**config.mk**
```make
export PLATFORM = sky130hd
export DESIGN_NAME = sps_store
export DESIGN_NICKNAME = d
export VERILOG_FILES = /design/src/verilog/sps_pkg.sv /design/src/verilog/sps_store.sv
export SDC_FILE = /design/constraint.sdc
export NUM_CORES = 1
export LEC_CHECK = 0
export BUFFER_PORTS_ARGS = -buffer_cell sky130_fd_sc_hd__buf_2
export CAP_MARGIN = 10
export CORE_ASPECT_RATIO = 1.5
export CORE_UTILIZATION = 45
export DETAILED_ROUTE_END_ITERATION = 6
export GPL_TIMING_DRIVEN = 0
export PLACE_DENSITY = 0.83
export SLEW_MARGIN = 40
export SYNTH_ARGS = -nofsm -noshare
export SYNTH_HDL_FRONTEND = slang
export SYNTH_SLANG_ARGS = --single-unit
```
**constraint.sdc**
```tcl
create_clock -name clk_sys -period 2.8 [get_ports clk_sys]
set_input_delay 0.28 -clock clk_sys [delete_from_list [all_inputs] [get_ports clk_sys]]
set_output_delay 0.28 -clock clk_sys [all_outputs]
set_load 0.02 [all_outputs]
```
**src/verilog/sps_pkg.sv**
```systemverilog
/*
  Shared definitions for the settings profile store: control register
  bit positions, result codes, state codes and the carriers that join
  the store to its non-volatile memory.
  Assumes a single system clock and a synchronous active-high reset.
*/
package sps_pkg;
  // Control word bit positions (big-endian bit 0 is the word's msb)
  localparam int unsigned PRESENT_BIT  = 31;   // Feature present
  localparam int unsigned ERROR_BIT    = 30;   // Error flag, bit [1]
  localparam int unsigned BUSY_BIT     = 24;   // Busy flag, bit [7]
  localparam int unsigned STORE_BIT    = 23;   // Store request, bit [8]
  localparam int unsigned RECALL_BIT   = 22;   // Recall request, bit [9]
  localparam int unsigned STARTUP_BIT  = 21;   // Mark startup, bit [10]
  localparam int unsigned CODE_LSB     = 8;    // Result code, bits [20..23]
  localparam int unsigned SLOT_LSB     = 0;    // Slot index, bits [28..31]

  // Result codes
  localparam logic [3:0] RC_OK        = 4'h0;
  localparam logic [3:0] RC_CORRUPT   = 4'h1;
  localparam logic [3:0] RC_NOT_IDLE  = 4'h2;
  localparam logic [3:0] RC_ABSENT    = 4'h3;
  localparam logic [3:0] RC_NO_SLOT   = 4'h4;
  localparam logic [3:0] RC_RANGE     = 4'h5;
  localparam logic [3:0] RC_STARTUP   = 4'h6;
  localparam logic [3:0] RC_LUT_LOAD  = 4'h7;
  localparam logic [3:0] RC_LUT_STORE = 4'h8;

  // Reset values
  localparam logic [3:0] SLOT_RST     = 4'h0;
  localparam logic [3:0] FACTORY_SLOT = 4'h0;

  // Controller states, one-hot
  typedef enum logic [4:0] {
    SPS_BOOT   = 5'b0_0001,
    SPS_IDLE   = 5'b0_0010,
    SPS_STORE  = 5'b0_0100,
    SPS_RECALL = 5'b0_1000,
    SPS_WAIT   = 5'b1_0000
  } sps_state_e;

  // Request to the non-volatile memory
  typedef struct packed {
    logic       req;        // One-cycle start pulse
    logic       write;      // 1 store, 0 read back
    logic       factory;    // Load hard-coded factory set
    logic       startup;    // Startup choice: record it, or load the chosen slot
    logic [3:0] slot;       // Profile number
  } sps_nvm_req_s;

  // Answer from the non-volatile memory
  typedef struct packed {
    logic       done;       // One-cycle completion pulse
    logic       exists;     // Slot has been stored before
    logic       corrupt;    // Checksum fault on read
    logic       lut_fail;   // Lookup-table part failed
    logic [3:0] startup;    // Stored startup choice
  } sps_nvm_rsp_s;
endpackage

```
**src/verilog/sps_store.sv**
```systemverilog
/*
  Settings profile store controller. One control word, written and read
  over a plain strobe port. Store and recall run atomically while the
  write acknowledge is withheld. Profile contents live in an external
  non-volatile memory reached by the request/answer carriers; that memory
  moves only the settings that belong to a profile, and on a factory
  request reloads every register from the hard-coded set.
  Assumes one system clock with a synchronous active-high reset. The host
  issues one write at a time and waits for its answer before the next.
  Writes that arrive while an operation runs are dropped with no answer.
  Reads are served at any time, their data one cycle later. The memory
  takes one request at a time and answers each with one done pulse, any
  number of cycles later, and keeps its slots across resets.
  Slot zero cannot be stored, and the reported slot changes only after a
  successful recall, a boot or a factory reload.
*/
// Local design decisions: the placing of the registers and the plain strobe port.
module sps_store #(
  parameter logic [3:0] SLOT_MAX = 4'h3,  // Highest valid profile
  parameter bit         PRESENT  = 1'b1   // Feature built in
) (
  // Clock and reset
  input  wire logic                clk_sys,
  input  wire logic                sys_rst,
  // Register port
  input  wire logic                reg_wr,
  input  wire logic                reg_rd,
  input  wire logic [31:0]         reg_wdata,
  output logic [31:0]              reg_rdata,
  output logic                     reg_wack,
  // Camera status and control
  input  wire logic                cam_idle,
  input  wire logic                init_cmd,
  output logic                     capture_off,
  // Non-volatile memory
  output sps_pkg::sps_nvm_req_s    nvm_req,
  input  wire sps_pkg::sps_nvm_rsp_s nvm_rsp
);

  // State registers
  sps_pkg::sps_state_e state_q, state_d;
  logic [3:0]  code_q,  code_d;        // Result code
  logic [3:0]  slot_q,  slot_d;        // Reported slot index
  logic        boot_q,  boot_d;        // Boot recall in progress
  logic        capoff_q, capoff_d;     // Capture disabled
  logic        ack_q,   ack_d;         // Write acknowledge
  logic [31:0] rdata_q, rdata_d;       // Read data
  sps_pkg::sps_nvm_req_s req_q, req_d; // Memory request

  // Flags of the incoming write
  logic       wr_store;                // Store request flag
  logic       wr_recall;               // Recall request flag
  logic       wr_mark;                 // Mark startup flag
  logic       wr_any;                  // Any request flag set
  logic [3:0] wr_slot;                 // Addressed profile
  // Status
  logic       busy;                    // Operation or boot running
  logic       wr_take;                 // Write accepted this cycle

  // Slot range check, used by every command
  function automatic logic slot_bad(input logic [3:0] s);
    return s > SLOT_MAX;
  endfunction

  // Any request flag in a control word; zero means clear-only write
  function automatic logic any_flag(input logic [31:0] w);
    return w[sps_pkg::STORE_BIT] | w[sps_pkg::RECALL_BIT] | w[sps_pkg::STARTUP_BIT];
  endfunction

  assign wr_store  = reg_wdata[sps_pkg::STORE_BIT];
  assign wr_recall = reg_wdata[sps_pkg::RECALL_BIT];
  assign wr_mark   = reg_wdata[sps_pkg::STARTUP_BIT];
  assign wr_slot   = reg_wdata[sps_pkg::SLOT_LSB +: 4];
  // Flagless writes only clear the code and the capture-off flag
  assign wr_any    = any_flag(reg_wdata);
  // Writes count only when nothing runs
  assign wr_take   = (state_q == sps_pkg::SPS_IDLE) && !init_cmd && reg_wr;
  assign busy = (state_q == sps_pkg::SPS_STORE) || (state_q == sps_pkg::SPS_RECALL)
             || (state_q == sps_pkg::SPS_BOOT) || (state_q == sps_pkg::SPS_WAIT);

  // Next state and register computation
  always_comb begin
    state_d  = state_q;
    code_d   = code_q;
    slot_d   = slot_q;
    boot_d   = boot_q;
    capoff_d = capoff_q;
    // Answers and memory pulses last one cycle
    ack_d    = 1'b0;
    req_d    = '0;
    // Slot held so a finished recall can report it
    req_d.slot = req_q.slot;
    unique case (state_q)
      sps_pkg::SPS_BOOT: begin
        // Ask the memory for the stored startup choice;
        // no write answer ever follows a boot recall
        req_d.req     = 1'b1;
        req_d.startup = 1'b1;
        boot_d        = 1'b1;
        state_d       = sps_pkg::SPS_RECALL;
      end

      // Accept writes only here; a write that arrives while
      // busy is dropped and gets no answer
      sps_pkg::SPS_IDLE: begin
        // Initialise wins over a write in the same cycle
        if (init_cmd) begin
          state_d = sps_pkg::SPS_BOOT;
        end else if (reg_wr) begin
          code_d = sps_pkg::RC_OK;
          ack_d  = 1'b1;
          if (!PRESENT && wr_any) begin
            code_d = sps_pkg::RC_ABSENT;
          end else if (wr_any && slot_bad(wr_slot)) begin
            code_d = sps_pkg::RC_RANGE;
          end else if (wr_store) begin
            if (wr_slot == sps_pkg::FACTORY_SLOT) begin
              code_d = sps_pkg::RC_RANGE;
            end else begin
              capoff_d    = 1'b1;
              ack_d       = 1'b0;
              req_d.req   = 1'b1;
              req_d.write = 1'b1;
              req_d.slot  = wr_slot;
              state_d     = sps_pkg::SPS_STORE;
            end
          end else if (wr_recall) begin
            if (!cam_idle) begin
              code_d = sps_pkg::RC_NOT_IDLE;
            end else begin
              ack_d      = 1'b0;
              req_d.req  = 1'b1;
              req_d.slot = wr_slot;
              state_d    = sps_pkg::SPS_RECALL;
            end
          end else if (wr_mark) begin
            // Record startup choice
            // A slot never stored is accepted; it fails at boot
            ack_d         = 1'b0;
            req_d.req     = 1'b1;
            req_d.write   = 1'b1;
            req_d.startup = 1'b1;
            req_d.slot    = wr_slot;
            state_d       = sps_pkg::SPS_STORE;
          end
        end
      end

      // Memory saves window and advanced set, or records the startup choice
      sps_pkg::SPS_STORE: begin
        if (nvm_rsp.done) begin
          if (nvm_rsp.lut_fail) begin
            code_d = sps_pkg::RC_LUT_STORE;
          end
          // Answer the held write now
          ack_d   = 1'b1;
          state_d = sps_pkg::SPS_IDLE;
        end
      end

      sps_pkg::SPS_RECALL: begin
        if (nvm_rsp.done) begin
          if (!nvm_rsp.exists || nvm_rsp.corrupt || nvm_rsp.lut_fail) begin
            if (nvm_rsp.corrupt) begin
              code_d = sps_pkg::RC_CORRUPT;
            end else if (nvm_rsp.lut_fail) begin
              code_d = sps_pkg::RC_LUT_LOAD;
            end else begin
              code_d = sps_pkg::RC_NO_SLOT;
            end
            if (boot_q) begin
              code_d = sps_pkg::RC_STARTUP;
            end
            // Fall back to factory set
            // The held write is answered after the reload
            req_d.req     = 1'b1;
            req_d.factory = 1'b1;
            req_d.slot    = sps_pkg::FACTORY_SLOT;
            state_d       = sps_pkg::SPS_WAIT;
          end else begin
            // Report loaded slot; a boot answer carries
            // the startup choice that the memory applied
            slot_d  = boot_q ? nvm_rsp.startup : req_q.slot;
            // Answer the held write unless this was boot
            ack_d   = !boot_q;
            boot_d  = 1'b0;
            state_d = sps_pkg::SPS_IDLE;
          end
        end
      end

      // Factory reload in progress
      sps_pkg::SPS_WAIT: begin
        if (nvm_rsp.done) begin
          // Factory set loaded, report slot zero
          slot_d  = sps_pkg::FACTORY_SLOT;
          ack_d   = !boot_q;
          boot_d  = 1'b0;
          state_d = sps_pkg::SPS_IDLE;
        end
      end
      default: begin
        // Illegal one-hot code: recover to idle
        state_d = sps_pkg::SPS_IDLE;
      end
    endcase
    // Capture stays off until a later accepted write
    // that is not itself a store; writes dropped while busy
    // or beside an initialise command leave it alone
    if (wr_take && !wr_store) begin
      capoff_d = 1'b0;
    end
  end

  // Read data: status and fields
  // Zero outside the answer cycle so a stale word never lingers
  always_comb begin
    rdata_d = '0;
    if (reg_rd) begin
      // Reads are served even while busy, so the host can poll
      rdata_d[sps_pkg::PRESENT_BIT]     = PRESENT;
      rdata_d[sps_pkg::ERROR_BIT]       = (code_q != sps_pkg::RC_OK);
      rdata_d[sps_pkg::BUSY_BIT]        = busy;
      rdata_d[sps_pkg::CODE_LSB +: 4]   = code_q;
      rdata_d[sps_pkg::SLOT_LSB +: 4]   = slot_q;
    end
  end

  // Register all state
  always_ff @(posedge clk_sys) begin
    if (sys_rst) begin
      // Reset lands in boot so the startup profile loads first
      state_q  <= sps_pkg::SPS_BOOT;
      code_q   <= sps_pkg::RC_OK;
      slot_q   <= sps_pkg::SLOT_RST;
      boot_q   <= 1'b0;
      capoff_q <= 1'b0;
      ack_q    <= 1'b0;
      rdata_q  <= '0;
      req_q    <= '0;
    end else begin
      // Take the next values
      state_q  <= state_d;
      code_q   <= code_d;
      slot_q   <= slot_d;
      boot_q   <= boot_d;
      capoff_q <= capoff_d;
      ack_q    <= ack_d;
      rdata_q  <= rdata_d;
      req_q    <= req_d;
    end
  end

  // Outputs
  // All come straight from flip-flops, so the host sees no glitch
  assign reg_rdata   = rdata_q;
  assign reg_wack    = ack_q;
  assign capture_off = capoff_q;
  assign nvm_req     = req_q;

endmodule

```
==> impl_metrics.toml, run 1 <==
[outcome]
status = "complete, but fails checks"
violations = "design-rule violations"

[finish]
num-nets-final = 319
fillers = 380
antennaDiodeCount = 0
drive_above_1_share_pct = 33.2
area_growth_pct = 24.2

[clock_network]
holdBufCountCts = 0
clock_latency_ps = 280
clkTransAtPathRegs_ps = 70
cts.path.max_buffers = 2
clockRootBuffer = "clkbuf_8"
htree_levels = 2
cts_tree = "done"
post_cts_buffers = 0
cts_buffers = 5
cts.sinks = 35
cts_resized = 0

[routing]
firstDrtPassIters = 6
post_drt_via_cell_ratio = 5.13
wire_per_inst_um = 12.8
totalWireLength_um = 4080
drtAntennaViolNets = 0
first_iter_violations = 28
post-route-drc-count = 2
dr_total_vias = 1638

[critical_path]
slowest_stage = "o31ai_2"
crit_path_start_kind = "register"
cp.arrival_ps = 2080
endpoint_kind = "register"
slowest_delay_ps = 460
critPathLaunch = "state_q[0]$_SDFFE_PP1P_"
cp_max_fo = 10
cp_top_family = "compound AO/OA/AOI/OAI gates"
cp_num_buf_inv = 1
cp.required_ps = 2980
crit_chain = "buf_2 > nor4_4 > a22oi_1 > o31ai_2 > o221ai_1 > o211a_1"
crit_type = "reg -> reg"
r2r_start = "state_q[0]$_SDFFE_PP1P_"

[synthesis]
synth_area_um2 = 1830
ys_types = 58
yosysSeqAreaShare_pct = 38.2
synth_top_area_share_pct = 38.2
synthFlopType = "dfxtp_1"
synthTopCellsByCount = "dfxtp_1, buf_4, nor2_1, nand2_1, a21oi_1"
synth_seq_cells = 35
synth_largest_area_cell = "dfxtp_1"
ys_warn_count = 0
synth.area.top_cells = "dfxtp_1, buf_4, nor2_1"
synthArstFlopShare_pct = 0
synth_cells = 206
yosysMostFrequentCell = "dfxtp_1"
synth.avg_cell_area_um2 = 8.90
synth-edff-count = 0

[power_and_ir_drop]
power_frac_seq_pct = 40.2
powerDensity_nw_per_um2 = 599
ir_worst_vdd_mv = 0.406
switching_power_mw = 0.417
power.total_mw = 1.37
p_int_mw = 0.949
switching_share_pct = 30.5
cellLeakagePower_nw = 1.07
p_clk_share_pct = 32.8
share_comb_of_total_power_pct = 27.0

[grt]
grt_usage_pct = 20.3
grt_overflow = 0
grt_max_degree = 13
grt_pass1_wl_um = 6440
first_global_vias = 1487
antenna_found_initial = 0

[timing]
finalSetupViolations = 0
min_period_ps = 1890
rsz0062_at_grt = "false"
hold_viol = 0
fmax_ghz = 0.528
min_period_over_period_pct = 67.6
tightest_slew_ps = 515
setup_ws_ps = 906
slew_viol_final = 0
clock_skew_ps = 6.00
fin_tns_setup_ps = 0
slew_headroom_pct = 65.6

[floorplan]
row_count = 28
die_w_um = 54.1
core_region_area_um2 = 3920
dieArea_um2 = 4340
start_util_pct = 46.7
io_pins = 88
die_h_um = 80.2

[place]
gp_congestion = 0.878
dp.final_hpwl_um = 3180
port_buffers = 40
place_ws_ps = 923

[flow_run]
max_cap_violations = 0

[worst_hold_path]
hp-start = "init_cmd"
hold_class = "in -> reg"
## per-stage QoR
| step | util [%] | instances | cell area [µm²] | hold slack [ps] |
|---|---|---|---|---|
| detailed placement | 55.2 | 311 | 2170 | 441 |
| CTS | 58.1 | 319 | 2280 | 221 |
| global route | 58.1 | 319 | 2280 | 246 |
| floorplan | - | 226 | 1910 | 390 |
| finish | 58.1 | 319 | 2280 | 229 |
| global placement | 55.2 | 311 | 2170 | 434 |
## kinds of logic after synthesis
family,after synthesis,share of synthesized area [%]
buffers and inverters,35,12.5
multiplexers,5,2.73
AO/OA/AOI/OAI,46,19.0
other,1,0.204
AND/OR/NAND/NOR,81,26.0
flip-flops,35,38.2
XOR/XNOR,3,1.43
## power groups by stage
stage / clock (mW) / sequential [mW] / combinational (mW)
2_1_floorplan: 0 / 0.575 / 0.271
3_3_place_gp: 0 / 0.560 / 0.358
3_5_place_dp: 0 / 0.561 / 0.364
4_1_cts: 0.457 / 0.549 / 0.365
5_1_grt: 0.486 / 0.553 / 0.405
6_report: 0.448 / 0.550 / 0.368
## cells in the final DEF (no fill, tap or decap), drive strengths merged, types with 4 or more instances in the layout
master  netlist  routed
and2         11      11
a21oi        11      11
o21ai         6       6
and3          4       4
conb          1      21
nor3          5       5
dfxtp        35      35
mux2i         5       5
nor2         18      18
buf          27      67
clkbuf        3       8
inv           5       5
nand3         5       5
or3           6       6
nand2        14      14
## routing by layer
metal	vias up	global-route usage (%)	wire, µm
li1	833	-	-
met1	731	21.1	1560
met2	66	34.8	2180
met3	8	5.68	240
met4	0	11.3	95
met5	-	0	0
## final timing paths
kind | slack, ps | end | cells after the start
max reg2reg | 910 | code_q[2]$_SDFFE_PP0P_ | 6
min reg2reg | 450 | slot_q[2]$_SDFFE_PP0P_ | 2
min | 230 | state_q[0]$_SDFFE_PP1P_ | 2
max | 910 | code_q[2]$_SDFFE_PP0P_ | 6
## area by class of cell
class	count	area (µm²)	area share [%]
plain buffers	30	210	9.23
well taps	45	56.3	2.47
repair buffers	40	200	8.79
clock buffers	5	68.8	3.02
clock inverters	3	43.8	1.92
flip-flops and latches	35	701	30.8
inverters	5	18.8	0.824
multi-input cells	156	980	43.0
## state kept, by name, summed over array words and instances, names as in the netlist
signal       cells
state_q          5
boot_q           1
reg_wack         1
reg_rdata       11
capture_off      1
code_q           4
slot_q           4
nvm_req          8
No activity file was read; power rests on OpenSTA's default activity.
==> inputs of run 2 (changes only) <==
==> constraint.sdc (replaced) <==
create_clock -name clk_sys -period 1.9 [get_ports clk_sys]
set_input_delay 0.19 -clock clk_sys [delete_from_list [all_inputs] [get_ports clk_sys]]
set_output_delay 0.19 -clock clk_sys [all_outputs]
set_load 0.02 [all_outputs]
==> run 2 against run 1 <==
The run now ends clean. Flip-flop and latch count unchanged. Combinational power increased by 51%. Utilization increased by 0.70 points.
==> impl_metrics.toml, run 2 (synthesis gave the netlist of run 1 again) <==
[power_and_ir_drop]
switching_share_pct = 30.7
cellLeakagePower_nw = 1.07
power.total_mw = 2.03
ir_worst_vdd_mv = 0.544
p_clk_share_pct = 32.5
switching_power_mw = 0.622
powerDensity_nw_per_um2 = 878
p_int_mw = 1.40
share_comb_of_total_power_pct = 27.5
power_frac_seq_pct = 40.0

[finish]
area_growth_pct = 25.7
most-common-layout-cells = "buf_2, dfxtp_1, buf_4"
final_common_cell = "buf_2"
num-nets-final = 319
drive_above_1_share_pct = 33.9
largest_register_ffs = 11
fillers = 381
antennaDiodeCount = 0

[place]
place_ws_ps = 33.6
dp.final_hpwl_um = 3180
gp_congestion = 0.878
port_buffers = 40

[clock_network]
clock_latency_ps = 280
cts_tree = "done"
htree_levels = 2
post_cts_buffers = 0
cts.sinks = 35
cts.path.max_buffers = 2
clkTransAtPathRegs_ps = 70
clockRootBuffer = "clkbuf_8"
cts_buffers = 5
holdBufCountCts = 0

[critical_path]
slowest_delay_ps = 500
crit_chain = "buf_6 > or4_4 > nor3_1 > o31ai_4 > a211oi_1"
cp_num_buf_inv = 1
crit_path_start_kind = "register"
cp_top_family = "simple AND/OR/NAND/NOR gates"
r2r_cells = 5
cp.arrival_ps = 2040
endpoint_kind = "register"
worst-path-stages = 5
crit_type = "reg -> reg"
cp.required_ps = 2090
slowest_stage = "or4_4"
cp_max_fo = 10

[worst_hold_path]
hold_class = "in -> reg"
whs_path_depth = 2

[grt]
grt_pass1_wl_um = 6440
grt_max_degree = 13
grt_overflow = 0
grt_usage_pct = 20.3
first_global_vias = 1487
antenna_found_initial = 0

[timing]
setup_ws_ps = 42.7
rsz0062_at_grt = "true"
min_period_ps = 1860
finalSetupViolations = 0
hold_viol = 0
clock_skew_ps = 6.00
slew_viol_final = 0
min_period_over_period_pct = 97.8
fmax_ghz = 0.538

[routing]
drtAntennaViolNets = 0
totalWireLength_um = 4130
firstDrtPassIters = 6
first_iter_violations = 45
post-route-drc-count = 0
dr_total_vias = 1677
post_drt_via_cell_ratio = 5.26
wire_per_inst_um = 12.9

[floorplan]
core_region_area_um2 = 3920
dieArea_um2 = 4340
io_pins = 88
row_count = 28
die_h_um = 80.2
die_w_um = 54.1
start_util_pct = 46.7

[flow_run]
max_cap_violations = 0

[outcome]
status = "finished clean"
==> run 2: worst paths after layout <==
kind | startpoint | end | slack, ps
max | state_q[4]$_SDFFE_PP0P_ | code_q[0]$_SDFFE_PP0P_ | 40
min | init_cmd | state_q[0]$_SDFFE_PP1P_ | 140
min reg2reg | slot_q[2]$_SDFFE_PP0P_ | slot_q[2]$_SDFFE_PP0P_ | 450
max reg2reg | state_q[4]$_SDFFE_PP0P_ | code_q[0]$_SDFFE_PP0P_ | 40
==> run 2: cell type report <==
class	instances	area, µm²	area share [%]
buffer	30	210	9.12
timing repair buffer	40	200	8.68
sequential	35	701	30.4
inverter	5	18.8	0.814
multi-input combinational	156	1010	43.7
clock inverter	3	43.8	1.90
tap	45	56.3	2.44
clock buffer	5	68.8	2.98
==> run 2: stage by stage <==
stage                     utilization (%)  setup TNS (ps)  hold WS, ps  cell area, µm²  instances
after detailed placement             55.2               0          426            2170        311
after global placement               55.2               0          424            2170        311
after global routing                 58.8           -85.5          156            2310        319
final                                58.8               0          144            2310        319
after floorplan                         -               0          300            1910        226
after CTS                            58.1               0          131            2280        319
==> run 2: per-layer routing <==
layer  GRT usage (%)  wire [µm]  up-vias
met5               0          0        -
met3            5.68        259       18
met4            11.3        180        0
met1            21.1       1540      744
li1                -          -      832
met2            34.8       2150       83
==> run 2: timing repair <==
item,in CTS,in global routing
gates resized for setup,0,5
setup endpoints to repair,0,8
hold endpoints to repair,0,0
==> run 2: worst reg2reg max path, stage by stage, from the launching register on <==
cell	delay (ps)
dfxtp_1	310
buf_6	140
or4_4	500
nor3_1	410
o31ai_4	150
a211oi_1	250
==> run 2: power by group through the flow <==
stage                     logic [mW]  clock network [mW]  registers [mW]
after floorplan                0.400                   0           0.847
after global placement         0.528                   0           0.825
after detailed placement       0.536                   0           0.826
after CTS                      0.538               0.674           0.809
after global routing           0.610               0.714           0.815
final                          0.557               0.658           0.810
==> inputs of run 3 (changes only) <==
--- a/config.mk
+++ b/config.mk
@@ -5,10 +5,12 @@
 export SDC_FILE = /design/constraint.sdc
 export NUM_CORES = 1
 export LEC_CHECK = 0
+export ABC_AREA = 1
 export BUFFER_PORTS_ARGS = -buffer_cell sky130_fd_sc_hd__buf_2
 export CAP_MARGIN = 10
 export CORE_ASPECT_RATIO = 1.5
 export CORE_UTILIZATION = 45
+export CTS_BUF_LIST = sky130_fd_sc_hd__clkbuf_8
 export DETAILED_ROUTE_END_ITERATION = 6
 export GPL_TIMING_DRIVEN = 0
 export PLACE_DENSITY = 0.83
==> run 3 against run 2 <==
Clock skew increased by 1.1 ps. Die area down 1.7%. Utilization increased by 0.76 points. Combinational power down 31%. First-iteration DRC count is 11% lower. Final cell count increased by 13%. Critical path depth is 3 higher. Sequential share of layout area grew 1.0 points. Largest power group unchanged.
==> impl_metrics.toml, run 3 <==
[clock_network]
clockRootBuffer = "clkbuf_8"
cts_buffers = 5
post_cts_buffers = 0
cts_resized = 0
htree_levels = 2
cts.path.max_buffers = 2
clkTransAtPathRegs_ps = 70
clock_latency_ps = 290
cts.sinks = 35
holdBufCountCts = 0
cts_tree = "done"

[floorplan]
die_w_um = 53.7
core_region_area_um2 = 3750
row_count = 27
dieArea_um2 = 4270
io_pins = 88
start_util_pct = 48.1
die_h_um = 79.5

[place]
place_ws_ps = 486
dp.final_hpwl_um = 3000
port_buffers = 40
dp_cells = 352
gp_congestion = 0.888

[critical_path]
crit_path_start_kind = "register"
cp_max_fo = 7
regToRegEndpoint = "nvm_req[0]$_SDFFE_PP0P_"
cp.arrival_ps = 1610
r2r_start = "state_q[3]$_SDFFE_PP0P_"
cp.required_ps = 2080
r2r_cells = 8
crit_type = "reg -> reg"
rrSetupSlack_ps = 470
endpoint_kind = "register"

[timing]
slew_headroom_pct = 66.3
fmax_ghz = 0.701
setup_ws_ps = 474
clock_skew_ps = 7.06
min_period_ps = 1430
fin_tns_setup_ps = 0
min_period_over_period_pct = 75.1
hold_viol = 0
finalSetupViolations = 0
whs_ps = 180
slew_viol_final = 0
rsz0062_at_grt = "false"
tightest_slew_ps = 506

[finish]
largest_register_ffs = 11
fillers = 344
area_growth_pct = 23.8
regArea_um2 = 701
most-common-layout-cells = "nand2_1, buf_2, inv_1"
num-nets-final = 362
finalNonFillerCells = 360
antennaDiodeCount = 0
multi_input_area_um2 = 857
drive_above_1_share_pct = 30.3
final_common_cell = "nand2_1"

[synthesis]
synth_largest_area_cell = "dfxtp_1"
yosysSeqAreaShare_pct = 38.9
synth_top_area_share_pct = 38.9
synthArstFlopShare_pct = 0
ys_types = 27
muxShareOfSynthArea_pct = 0
synth_seq_cells = 35
synth-edff-count = 0
ys_warn_count = 0
synthAdderAreaFrac_pct = 0
synth_area_um2 = 1800
synth_cells = 249
yosysMostFrequentCell = "nand2_1"
synth_xor_area_share_pct = 0
synth.area.top_cells = "dfxtp_1, nand2_1, buf_4"
synth-compound-area-share_pct = 9.65
synth.avg_cell_area_um2 = 7.24
synth_top_family_by_area = "simple AND/OR/NAND/NOR gates"
synthFlopType = "dfxtp_1"
yosys.area_share.simple_pct = 33.5
synthTopCellsByCount = "nand2_1, inv_1, nor2_1, dfxtp_1, buf_4"

[routing]
totalWireLength_um = 3770
top_layer = "met4"
post-route-drc-count = 0
dr_total_vias = 1666
wl_met2_um = 1930
first_iter_violations = 40
met1_length_um = 1450
wl_met3_um = 224
drtAntennaViolNets = 0
post_drt_via_cell_ratio = 4.63
firstDrtPassIters = 4
wire_per_inst_um = 10.5

[worst_hold_path]
min_to = "code_q[0]$_SDFFE_PP0P_"
whs_path_depth = 2
hold_class = "in -> reg"
hp-start = "sys_rst"

[grt]
first_global_vias = 1474
grt_overflow = 0
grt_max_degree = 11
grt_usage_pct = 19.2
grt_pass1_wl_um = 6010
antenna_found_initial = 0

[outcome]
status = "finished clean"

[power_and_ir_drop]
power.total_mw = 1.76
powerDensity_nw_per_um2 = 789
cellLeakagePower_nw = 1.22
ir_worst_vdd_mv = 0.826

[flow_run]
max_cap_violations = 0
==> run 3: cell types whose count changed after synthesis, moves of 4 or more <==
| cell | before | now |
|---|---|---|
| nand2_2 | 0 | 5 |
| mux2i_1 | 5 | 0 |
| and2_1 | 10 | 0 |
| or3_1 | 5 | 0 |
| a21oi_1 | 11 | 7 |
| nand2_1 | 14 | 45 |
| nor2_2 | 1 | 5 |
| o21ai_0 | 3 | 9 |
| nor2_1 | 17 | 37 |
| nand3_2 | 0 | 4 |
| nand3_1 | 5 | 15 |
| inv_1 | 5 | 37 |
| o211ai_1 | 0 | 4 |
==> run 3: cell families after synthesis <==
logic type / Yosys count
buf+inv: 62
compound gates: 26
flops: 35
simple gates: 125
other cells: 1
==> run 3: critical path, cell delays in order (launching register included) <==
cell     delay, ps
dfxtp_1        330
nor2_2         180
nand2_1         90
nor2_2         170
nand2_2        120
o21ai_4        260
nand2_1         80
nand2_1         60
nor2_1          40
==> run 3: cell type report <==
cell class / count / area share, %
Clock inverter: 1 / 0.168
Buffer: 24 / 7.96
Sequential cell: 35 / 31.4
Timing Repair Buffer: 40 / 8.97
Clock buffer: 7 / 4.32
Tap cell: 43 / 2.41
Multi-Input combinational cell: 172 / 38.4
Inverter: 38 / 6.39
==> run 3: worst max path at each step <==
stage / start / endpoint / slack [ps]
floorplan: state_q[3]$_SDFFE_PP0P_ / nvm_req[0]$_SDFFE_PP0P_ / 660
global placement: state_q[3]$_SDFFE_PP0P_ / nvm_req[1]$_SDFFE_PP0P_ / 500
detailed placement: state_q[3]$_SDFFE_PP0P_ / nvm_req[0]$_SDFFE_PP0P_ / 490
CTS: state_q[3]$_SDFFE_PP0P_ / nvm_req[0]$_SDFFE_PP0P_ / 480
global route: state_q[2]$_SDFFE_PP0P_ / nvm_req[0]$_SDFFE_PP0P_ / 290
finish: state_q[3]$_SDFFE_PP0P_ / nvm_req[0]$_SDFFE_PP0P_ / 470
==> run 3: power breakdown <==
group	internal (mW)	total [mW]	switching (mW)	leakage, nW
sequential	0.774	0.796	0.0218	0.284
combinational	0.140	0.385	0.245	0.878
clock	0.325	0.581	0.256	0.0557
total	1.24	1.76	0.523	1.22
==> run 3: metrics by stage <==
step / utilization, % / area (µm²)
finish: 59.5 / 2230
floorplan: - / 1880
detailed placement: 56.9 / 2130
global route: 59.5 / 2230
CTS: 59.5 / 2230
global placement: 56.9 / 2130
==> run 3: per-layer routing <==
layer	GRT usage (%)	up-vias
li1	-	869
met3	4.38	15
met2	34.4	66
met4	13.7	0
met1	17.7	716
met5	0	-
